[config.mk]
export PLATFORM = sky130hd
export DESIGN_NAME = port_pin_function_mux
export DESIGN_NICKNAME = d
export VERILOG_FILES = /design/src/logic/port_pin_function_mux.v /design/src/logic/wake_detect.v
export VERILOG_INCLUDE_DIRS = /design/src /design/src/logic
export SDC_FILE = /design/constraint.sdc
export NUM_CORES = 1
export LEC_CHECK = 0
export BUFFER_PORTS_ARGS = -buffer_cell sky130_fd_sc_hd__buf_2
export CAP_MARGIN = 20
export CORE_AREA = 5 5 147 79
export DETAILED_ROUTE_END_ITERATION = 6
export DIE_AREA = 0 0 152 84
export PLACE_DENSITY_LB_ADDON = 0.15
export SKIP_LAST_GASP = 1
export SLEW_MARGIN = 40
export SYNTH_ARGS = -nofsm -noshare
export SYNTH_HDL_FRONTEND = slang
export SYNTH_HIERARCHICAL = 1
export SYNTH_SLANG_ARGS = --single-unit
[constraint.sdc]
create_clock -name sys_clk -period 9 [get_ports sys_clk]
set_clock_uncertainty 0.15 [all_clocks]
set_input_delay 2.7 -clock sys_clk [delete_from_list [all_inputs] [get_ports sys_clk]]
set_output_delay 2.7 -clock sys_clk [all_outputs]
set_load 0.03 [all_outputs]
[src/logic/pin_mux_map.vh]
// constants for the port pin function multiplexer
`ifndef PIN_MUX_MAP_VH
`define PIN_MUX_MAP_VH
// ----------------------------------------------------------------
// interrupt pin control register fields
// ----------------------------------------------------------------
`define IPC_EDGE_BIT        1
`define IPC_ENABLE_BIT      0
`define IPC_RESET           2'h1
// ----------------------------------------------------------------
// pull-up control register fields
// ----------------------------------------------------------------
`define PUC_PORT_E_BIT      1
`define PUC_PORT_K_BIT      0
`define PUC_RESET           2'h3
// ----------------------------------------------------------------
// condition code mask fields
// ----------------------------------------------------------------
`define CCR_X_BIT           1
`define CCR_I_BIT           0
`define CCR_RESET           2'h3
// ----------------------------------------------------------------
// port K layout
// ----------------------------------------------------------------
`define PK_ECS_BIT          7
`define PK_XCS_BIT          6
`define PK_ADDR_HI          5
`define EXTENDED_ADDRESS_HI            19
`define EXTENDED_ADDRESS_LO            14
// ----------------------------------------------------------------
// port M layout
// ----------------------------------------------------------------
`define PM_SCL_BIT          7
`define PM_SDA_BIT          6
`define PM_TX_BIT           5
`define PM_RX_BIT           4
`define PM_DAC1_BIT         1
`define PM_DAC2_BIT         0
// ----------------------------------------------------------------
// port Q layout
// ----------------------------------------------------------------
`define PQ_IS_LO            4
`define PQ_IS_HI            6
`define PQ_FAULT_HI         3
`endif

[src/logic/port_pin_function_mux.v]
// pin function multiplexer for interrupt pins and ports K, AD, M, P, Q
`include "pin_mux_map.vh"

module port_pin_function_mux #(
  parameter AD_WIDTH = 16
) (
  input  wire                sys_clk,
  input  wire                sys_rst,
  // interrupt pins and cpu masks
  input  wire                maskable_int_pin_n,
  input  wire                nonmaskable_int_pin_n,
  input  wire                edge_trigger_select_wr,
  input  wire                edge_trigger_select_in,
  input  wire                maskable_int_enable_wr,
  input  wire                maskable_int_enable_in,
  input  wire                cpu_clear_i_mask,
  input  wire                cpu_clear_x_mask,
  output reg                 port_e_in_q,
  output reg                 port_e_in0_q,
  output reg                 maskable_int_req_q,
  output reg                 nonmaskable_int_req_q,
  output reg                 i_mask_q,
  output reg                 x_mask_q,
  // pull-up control
  input  wire                port_e_pullup_enable_wr,
  input  wire                port_e_pullup_enable_in,
  input  wire                port_k_pullup_enable_wr,
  input  wire                port_k_pullup_enable_in,
  output reg                 port_e_pullup_q,
  output reg  [7:0]          port_k_pullup_q,
  // port K and external bus
  input  wire                expanded_mode,
  input  wire                port_k_emulation_enable,
  input  wire                emulation_chip_select_n,
  input  wire                external_chip_select_n,
  input  wire [19:14]        extended_address,
  input  wire [7:0]          port_k_in,
  input  wire [7:0]          port_k_data,
  input  wire [7:0]          port_k_dir,
  output reg  [7:0]          port_k_out_q,
  output reg  [7:0]          port_k_oe_q,
  output reg  [7:0]          port_k_read_q,
  output reg                 onchip_rom_enable_q,
  // port AD keypad wake-up
  input  wire [AD_WIDTH-1:0] port_ad_in,
  input  wire [AD_WIDTH-1:0] port_ad_digital_en,
  input  wire [AD_WIDTH-1:0] keypad_wakeup_analog_port_en,
  input  wire [AD_WIDTH-1:0] keypad_wakeup_clear,
  output wire [AD_WIDTH-1:0] keypad_wakeup_flag,
  output wire                keypad_wakeup_irq,
  // port M
  input  wire [7:0]          port_m_in,
  input  wire [7:0]          port_m_data,
  input  wire [7:0]          port_m_dir,
  input  wire                i2c_enable,
  input  wire                i2c_scl_oe,
  input  wire                i2c_sda_oe,
  input  wire                uart_two_tx_enable,
  input  wire                uart_two_transmit,
  input  wire                uart_two_rx_enable,
  input  wire                dac_one_enable,
  input  wire                dac_two_enable,
  output reg  [7:0]          port_m_out_q,
  output reg  [7:0]          port_m_oe_q,
  output reg                 i2c_scl_in_q,
  output reg                 i2c_sda_in_q,
  output reg                 uart_two_receive_q,
  output reg                 dac_output_one_sel_q,
  output reg                 dac_output_two_sel_q,
  // port P and Q
  input  wire                fault_pwm_unit_enable,
  input  wire [2:0]          fault_pwm_pair_enable,
  input  wire [5:0]          fault_pwm_outputs,
  input  wire                current_status_enable,
  input  wire                fault_input_enable,
  input  wire [5:0]          port_p_data,
  input  wire [5:0]          port_p_dir,
  input  wire [6:0]          port_q_in,
  input  wire [6:0]          port_q_data,
  input  wire [6:0]          port_q_dir,
  output reg  [5:0]          port_p_out_q,
  output reg  [5:0]          port_p_oe_q,
  output reg  [6:0]          port_q_out_q,
  output reg  [6:0]          port_q_oe_q,
  output reg  [2:0]          current_status_inputs_q,
  output reg  [3:0]          fault_inputs_q
);
  // ----------------------------------------------------------------
  // control registers
  // ----------------------------------------------------------------
  reg  [1:0] int_pin_control_reg_q;
  reg  [1:0] pullup_control_reg_q;
  reg        rst_seen_q;
  reg        irq_prev_q;
  wire       edge_mode;
  wire       irq_enabled;
  wire       irq_event;
  wire       emk_active;
  wire [5:0] pair_sel;
  // mask bits come up from the condition code reset pattern
  localparam [1:0] CCR_INIT = `CCR_RESET;

  assign edge_mode   = int_pin_control_reg_q[`IPC_EDGE_BIT];
  assign irq_enabled = int_pin_control_reg_q[`IPC_ENABLE_BIT];
  assign emk_active  = expanded_mode & port_k_emulation_enable;
  assign pair_sel    = pwm_claim(fault_pwm_unit_enable, fault_pwm_pair_enable);
  // falling edge or low level
  assign irq_event   = edge_mode ? (irq_prev_q & ~maskable_int_pin_n)
                                 : ~maskable_int_pin_n;

  // per-pin mux: peripheral claim wins over general port
  function sel_bit;
    input claim;
    input periph;
    input gp;
    begin
      sel_bit = claim ? periph : gp;
    end
  endfunction

  // pwm claim per port P bit, pair n owns bits 2n+1 and 2n
  function [5:0] pwm_claim;
    input       unit_en;
    input [2:0] pairs;
    begin
      pwm_claim = {6{unit_en}} & {{2{pairs[2]}}, {2{pairs[1]}}, {2{pairs[0]}}};
    end
  endfunction

  always @(posedge sys_clk or posedge sys_rst) begin
    if (sys_rst) begin
      int_pin_control_reg_q <= `IPC_RESET;
      pullup_control_reg_q  <= `PUC_RESET;
      i_mask_q              <= CCR_INIT[`CCR_I_BIT];
      x_mask_q              <= CCR_INIT[`CCR_X_BIT];
      rst_seen_q            <= 1'b1;
      onchip_rom_enable_q   <= 1'b0;
    end else begin
      if (edge_trigger_select_wr)
        int_pin_control_reg_q[`IPC_EDGE_BIT] <= edge_trigger_select_in;
      if (maskable_int_enable_wr)
        int_pin_control_reg_q[`IPC_ENABLE_BIT] <= maskable_int_enable_in;
      if (port_e_pullup_enable_wr)
        pullup_control_reg_q[`PUC_PORT_E_BIT] <= port_e_pullup_enable_in;
      if (port_k_pullup_enable_wr)
        pullup_control_reg_q[`PUC_PORT_K_BIT] <= port_k_pullup_enable_in;
      if (cpu_clear_i_mask)
        i_mask_q <= 1'b0;
      if (cpu_clear_x_mask)
        x_mask_q <= 1'b0;
      // first edge after release latches rom enable from K7 in expanded mode
      rst_seen_q <= 1'b0;
      if (rst_seen_q && expanded_mode)
        onchip_rom_enable_q <= port_k_in[`PK_ECS_BIT];
    end
  end

  // ----------------------------------------------------------------
  // pin levels and interrupt requests
  // ----------------------------------------------------------------
  always @(posedge sys_clk or posedge sys_rst) begin
    if (sys_rst) begin
      irq_prev_q            <= 1'b1;
      port_e_in_q           <= 1'b1;
      port_e_in0_q          <= 1'b1;
      maskable_int_req_q    <= 1'b0;
      nonmaskable_int_req_q <= 1'b0;
    end else begin
      irq_prev_q            <= maskable_int_pin_n;
      port_e_in_q           <= maskable_int_pin_n;
      port_e_in0_q          <= nonmaskable_int_pin_n;
      maskable_int_req_q    <= irq_event & irq_enabled & ~i_mask_q;
      nonmaskable_int_req_q <= ~nonmaskable_int_pin_n & ~x_mask_q;
    end
  end

  // ----------------------------------------------------------------
  // pin routing
  // ----------------------------------------------------------------
  always @(posedge sys_clk or posedge sys_rst) begin
    if (sys_rst) begin
      port_e_pullup_q         <= 1'b1;
      port_k_pullup_q         <= 8'hff;
      port_k_out_q            <= 8'h00;
      port_k_oe_q             <= 8'h00;
      port_k_read_q           <= 8'hff;
    end else begin
      port_e_pullup_q <= pullup_control_reg_q[`PUC_PORT_E_BIT];
      port_k_pullup_q <= {8{pullup_control_reg_q[`PUC_PORT_K_BIT]}} & ~port_k_oe_q;
      port_k_read_q   <= port_k_in;
      // port K: emulation bus functions
      port_k_out_q[`PK_ECS_BIT] <= sel_bit(emk_active, emulation_chip_select_n,
                                           port_k_data[`PK_ECS_BIT]);
      port_k_oe_q[`PK_ECS_BIT]  <= emk_active | port_k_dir[`PK_ECS_BIT];
      port_k_out_q[`PK_XCS_BIT] <= sel_bit(emk_active, external_chip_select_n,
                                           port_k_data[`PK_XCS_BIT]);
      port_k_oe_q[`PK_XCS_BIT]  <= emk_active | port_k_dir[`PK_XCS_BIT];
      port_k_out_q[`PK_ADDR_HI:0] <= emk_active ? extended_address[`EXTENDED_ADDRESS_HI:`EXTENDED_ADDRESS_LO]
                                                : port_k_data[`PK_ADDR_HI:0];
      port_k_oe_q[`PK_ADDR_HI:0]  <= {6{emk_active}} | port_k_dir[`PK_ADDR_HI:0];
    end
  end

  // ----------------------------------------------------------------
  // port M routing
  // ----------------------------------------------------------------
  always @(posedge sys_clk or posedge sys_rst) begin
    if (sys_rst) begin
      port_m_out_q            <= 8'h00;
      port_m_oe_q             <= 8'h00;
      i2c_scl_in_q            <= 1'b1;
      i2c_sda_in_q            <= 1'b1;
      uart_two_receive_q      <= 1'b1;
      dac_output_one_sel_q    <= 1'b0;
      dac_output_two_sel_q    <= 1'b0;
    end else begin
      // port M: general port first, then peripheral claims
      port_m_out_q <= port_m_data;
      port_m_oe_q  <= port_m_dir;
      if (i2c_enable) begin
        port_m_out_q[`PM_SCL_BIT] <= 1'b0;
        port_m_oe_q[`PM_SCL_BIT]  <= i2c_scl_oe;
        port_m_out_q[`PM_SDA_BIT] <= 1'b0;
        port_m_oe_q[`PM_SDA_BIT]  <= i2c_sda_oe;
      end
      if (uart_two_tx_enable) begin
        port_m_out_q[`PM_TX_BIT] <= uart_two_transmit;
        port_m_oe_q[`PM_TX_BIT]  <= 1'b1;
      end
      if (uart_two_rx_enable)
        port_m_oe_q[`PM_RX_BIT] <= 1'b0;
      if (dac_one_enable)
        port_m_oe_q[`PM_DAC1_BIT] <= 1'b0;
      if (dac_two_enable)
        port_m_oe_q[`PM_DAC2_BIT] <= 1'b0;
      i2c_scl_in_q         <= i2c_enable ? port_m_in[`PM_SCL_BIT] : 1'b1;
      i2c_sda_in_q         <= i2c_enable ? port_m_in[`PM_SDA_BIT] : 1'b1;
      uart_two_receive_q   <= uart_two_rx_enable ? port_m_in[`PM_RX_BIT] : 1'b1;
      dac_output_one_sel_q <= dac_one_enable;
      dac_output_two_sel_q <= dac_two_enable;
    end
  end

  // ----------------------------------------------------------------
  // ports P and Q routing
  // ----------------------------------------------------------------
  always @(posedge sys_clk or posedge sys_rst) begin
    if (sys_rst) begin
      port_p_out_q            <= 6'h00;
      port_p_oe_q             <= 6'h00;
      port_q_out_q            <= 7'h00;
      port_q_oe_q             <= 7'h00;
      current_status_inputs_q <= 3'h7;
      fault_inputs_q          <= 4'h0;
    end else begin
      // port P: pwm outputs per pair
      port_p_out_q <= (pair_sel & fault_pwm_outputs) | (~pair_sel & port_p_data);
      port_p_oe_q  <= pair_sel | port_p_dir;
      // port Q: status and fault inputs force input direction
      port_q_out_q <= port_q_data;
      port_q_oe_q[`PQ_IS_HI:`PQ_IS_LO] <= current_status_enable ? 3'h0
                                          : port_q_dir[`PQ_IS_HI:`PQ_IS_LO];
      port_q_oe_q[`PQ_FAULT_HI:0]      <= fault_input_enable ? 4'h0
                                          : port_q_dir[`PQ_FAULT_HI:0];
      current_status_inputs_q <= current_status_enable ?
                                 port_q_in[`PQ_IS_HI:`PQ_IS_LO] : 3'h7;
      fault_inputs_q          <= fault_input_enable ?
                                 port_q_in[`PQ_FAULT_HI:0] : 4'h0;
    end
  end

  // ----------------------------------------------------------------
  // keypad wake-up
  // ----------------------------------------------------------------
  wake_detect #(
    .WIDTH (AD_WIDTH)
  ) u_wake (
    .sys_clk     (sys_clk),
    .sys_rst     (sys_rst),
    .pin_in      (port_ad_in),
    .digital_en  (port_ad_digital_en),
    .wake_en     (keypad_wakeup_analog_port_en),
    .wake_clear  (keypad_wakeup_clear),
    .wake_flag_q (keypad_wakeup_flag),
    .wake_irq_q  (keypad_wakeup_irq)
  );
endmodule // port_pin_function_mux

[src/logic/wake_detect.v]
// keypad wake-up edge detector for the analog port pins
module wake_detect #(
  parameter WIDTH = 16
) (
  input  wire             sys_clk,
  input  wire             sys_rst,
  input  wire [WIDTH-1:0] pin_in,
  input  wire [WIDTH-1:0] digital_en,
  input  wire [WIDTH-1:0] wake_en,
  input  wire [WIDTH-1:0] wake_clear,
  output reg  [WIDTH-1:0] wake_flag_q,
  output reg              wake_irq_q
);
  // ----------------------------------------------------------------
  // falling edge capture, set wins over clear
  // ----------------------------------------------------------------
  reg  [WIDTH-1:0] prev_q;
  wire [WIDTH-1:0] hit;
  wire [WIDTH-1:0] flag_d;

  assign hit    = prev_q & ~pin_in & digital_en & wake_en;
  assign flag_d = (wake_flag_q & ~wake_clear) | hit;

  always @(posedge sys_clk or posedge sys_rst) begin
    if (sys_rst) begin
      prev_q      <= {WIDTH{1'b1}};
      wake_flag_q <= {WIDTH{1'b0}};
      wake_irq_q  <= 1'b0;
    end else begin
      prev_q      <= pin_in;
      wake_flag_q <= flag_d;
      wake_irq_q  <= |flag_d;
    end
  end
endmodule // wake_detect

==> results.yml <==
detailed_routing:
  drc_errors: 0
  via_count: 3207
  drt_iter0_markers: 61
  routed_wl_um: 11700
  ant_nets: 0
  wire_per_inst_um: 15.8
  dr.pass1.iters: 4
  viasPerCell: 4.35
floorplan:
  initial_utilization: 0.416
  floorplan.die_area_um2: 12800
  die_w_um: 152
  io_pins: 300
  die_y_um: 84
  rows: 27
  core_area_um2: 10400
clock_tree:
  post_cts_buffers: 0
  clkTransAtPathRegs_ps: 50
  cts_buffers: 17
  cts_sinks: 132
  worst_skew_pair.late_latency_ps: 390
  root_buffer: "clkbuf_16"
  ctsHtreeMaxLevel: 4
  cts_resized: 0
  cts_max_path_buffers: 2
  hold_buffers: 0
  cts_tree: "done"
timing:
  fin_setup_tns_ps: 0
  final.period_utilization: 0.444
  worst_slew_pin_slew_ps: 597
  slew_headroom: 0.602
  hold_violations: 0
  min_period_ps: 3990
  rsz0062_at_grt: "no"
  fmax_mhz: 250
  setup_viol: 0
  maxSlewViolCount: 0
global_routing:
  grt_max_degree: 69
  top_usage_layer: "met2"
  grt_pass1_wl_um: 18500
  antenna_found_initial: 0
  grt_pass1_vias: 3527
  grt_use_total: 0.184
  use_met2: 0.321
  use_met1: 0.205
  overflow: 0
  met3_usage: 0.0823
critical_path:
  crit_type: "reg2out"
  cp_max_fo: 3
  rr_endpoint: "u_wake/wake_irq_q$_DFF_PP0_"
  r2r_setup_slack_ps: 7610
  crit_required_ps: 6150
  crit_chain: "buf_2"
  reg2reg_from: "u_wake/prev_q[2]$_DFF_PP1_"
  end_kind: "output port"
  critPathBufInv: 1
  cp-start-kind: "flop"
  cp-startpoint: "x_mask_q$_DFFE_PP1P_"
  cp_slowest_cell: "dfstp_2"
  reg2regPathDepth: 4
  cpLargestDelayFamily: "flip-flops"
  slowest_delay_ps: 540
  cp.arrival_ps: 1140
cells_and_area:
  layout.nets: 769
  fin_area_um2: 6640
  area_growth_pct: 53.3
  final_cells: 738
  antenna_cells: 0
  drive_above_1_share: 0.686
synthesis:
  synth_area_per_cell_um2: 16.3
  syn_nets: 455
  synth_top_cell_by_area: "dfrtp_1"
  ys_ff_latch: 132
  netlist_instances: 266
  synth_area_um2: 4330
  yosysWarnings: 6
  synth_top_area_frac: 0.491
  synthTopCellsByArea: "dfrtp_1 (49%), dfstp_2 (29%), mux2_2 (5.2%)"
  synthDistinctLibCells: 24
  synth-seq-area-share: 0.777
pwr:
  p_leak_nw: 3.37
  report.power.total_w: 0.00158
  power.density_nw_per_um2: 238
  ir_worst_vdd_mv: 0.141
placement:
  postPlaceCellArea_um2: 5990
  port-buffer-count: 294
  gp_congestion: 0.807
  place_inst: 706
  dpl.hpwl_um: 9440
hold_path:
  whs_endpoint: "port_e_pullup_q$_DFF_PP1_"
  min_path_type: "reg2reg"
  holdPathStages: 0
  min-delay-start: "pullup_control_reg_q[1]$_DFFE_PP1P_"
job:
  cap_violations: 0
outcome:
  status: "finished clean"
[power breakdown]
group	switching, W	internal, W
logic	0.000116	0.0000693
registers	0.0000116	0.000638
clock network	0.000235	0.000506
[per-layer routing]
metal / wire (µm) / part of all wire
met4: 128 / 0.011
met1: 4350 / 0.37
met5: 0 / 0
met3: 1070 / 0.091
met2: 6130 / 0.53
[placed cells by master (no fill, tap or decap), types with 5 or more instances in the layout]
cell type,count
mux2_2,20
dfrtp_1,85
inv_1,8
nor2b_1,23
dfstp_2,47
nand4b_1,16
o21ai_1,12
nand2b_1,16
clkinv_1,5
bufinv_16,5
clkbuf_16,17
buf_2,294
[worst max-delay path by stage]
stage,endpoint,slack (ps),cells after the start
2_1_floorplan,dac_output_one_sel_q$_DFF_PP0_,3610,1
3_3_place_gp,port_m_out_q[6]$_DFF_PP0_,4920,3
3_5_place_dp,port_m_out_q[6]$_DFF_PP0_,4870,3
4_1_cts,x_mask_q,4990,1
5_1_grt,x_mask_q,4970,1
6_report,x_mask_q,5010,1
[synthesized netlist by cell type]
master / number
nand2_1: 4
nand2b_1: 16
nor4_2: 3
nor4b_1: 1
buf_6: 1
mux2_2: 20
inv_1: 9
nand4b_1: 16
clkinv_1: 5
dfstp_2: 47
o21ai_2: 4
nor4_1: 1
or2b_1: 4
nor2_1: 1
nor2b_1: 23
o21ai_1: 12
nand2_4: 1
conb_1: 1
and2_1: 4
mux2_4: 2
inv_2: 4
nand4_1: 1
dfrtp_1: 85
or2_2: 1
[metrics by stage]
step | hold WS [ps] | setup WS, ps | utilization
global route | 221 | 4970 | 0.638
detailed placement | 207 | 4870 | 0.576
global placement | 204 | 4920 | 0.576
finish | 208 | 5010 | 0.638
CTS | 210 | 4990 | 0.637
floorplan | 202 | 3610 | -
[logic make-up after synthesis]
kind of cell,Yosys count,synth area share
simple gates,76,0.123
mux,22,0.0590
buf+inv,19,0.0182
flops,132,0.777
other cells,1,0.000866
compound gates,16,0.0220
[flip-flops by register name, indices dropped and copies added, names as in the netlist, 6 cells and up]
signal and count:
port_p_out_q 6, port_k_out_q 8, u_wake/prev_q 16, port_m_oe_q 8, port_q_oe_q 7, port_m_out_q 8
port_q_out_q 7, port_k_read_q 8, port_p_oe_q 6, port_k_oe_q 8, u_wake/wake_flag_q 16, port_k_pullup_q 8
[cell type report]
class | instances | area, µm²
inverters | 18 | 70.1
clock inverters | 9 | 176
flip-flops and latches | 132 | 3360
clock buffers | 23 | 468
multi-input cells | 115 | 888
well taps | 145 | 181
fillers | 843 | 3770
repair buffers | 296 | 1490
Note: power is estimated with default switching activity, not from simulation.
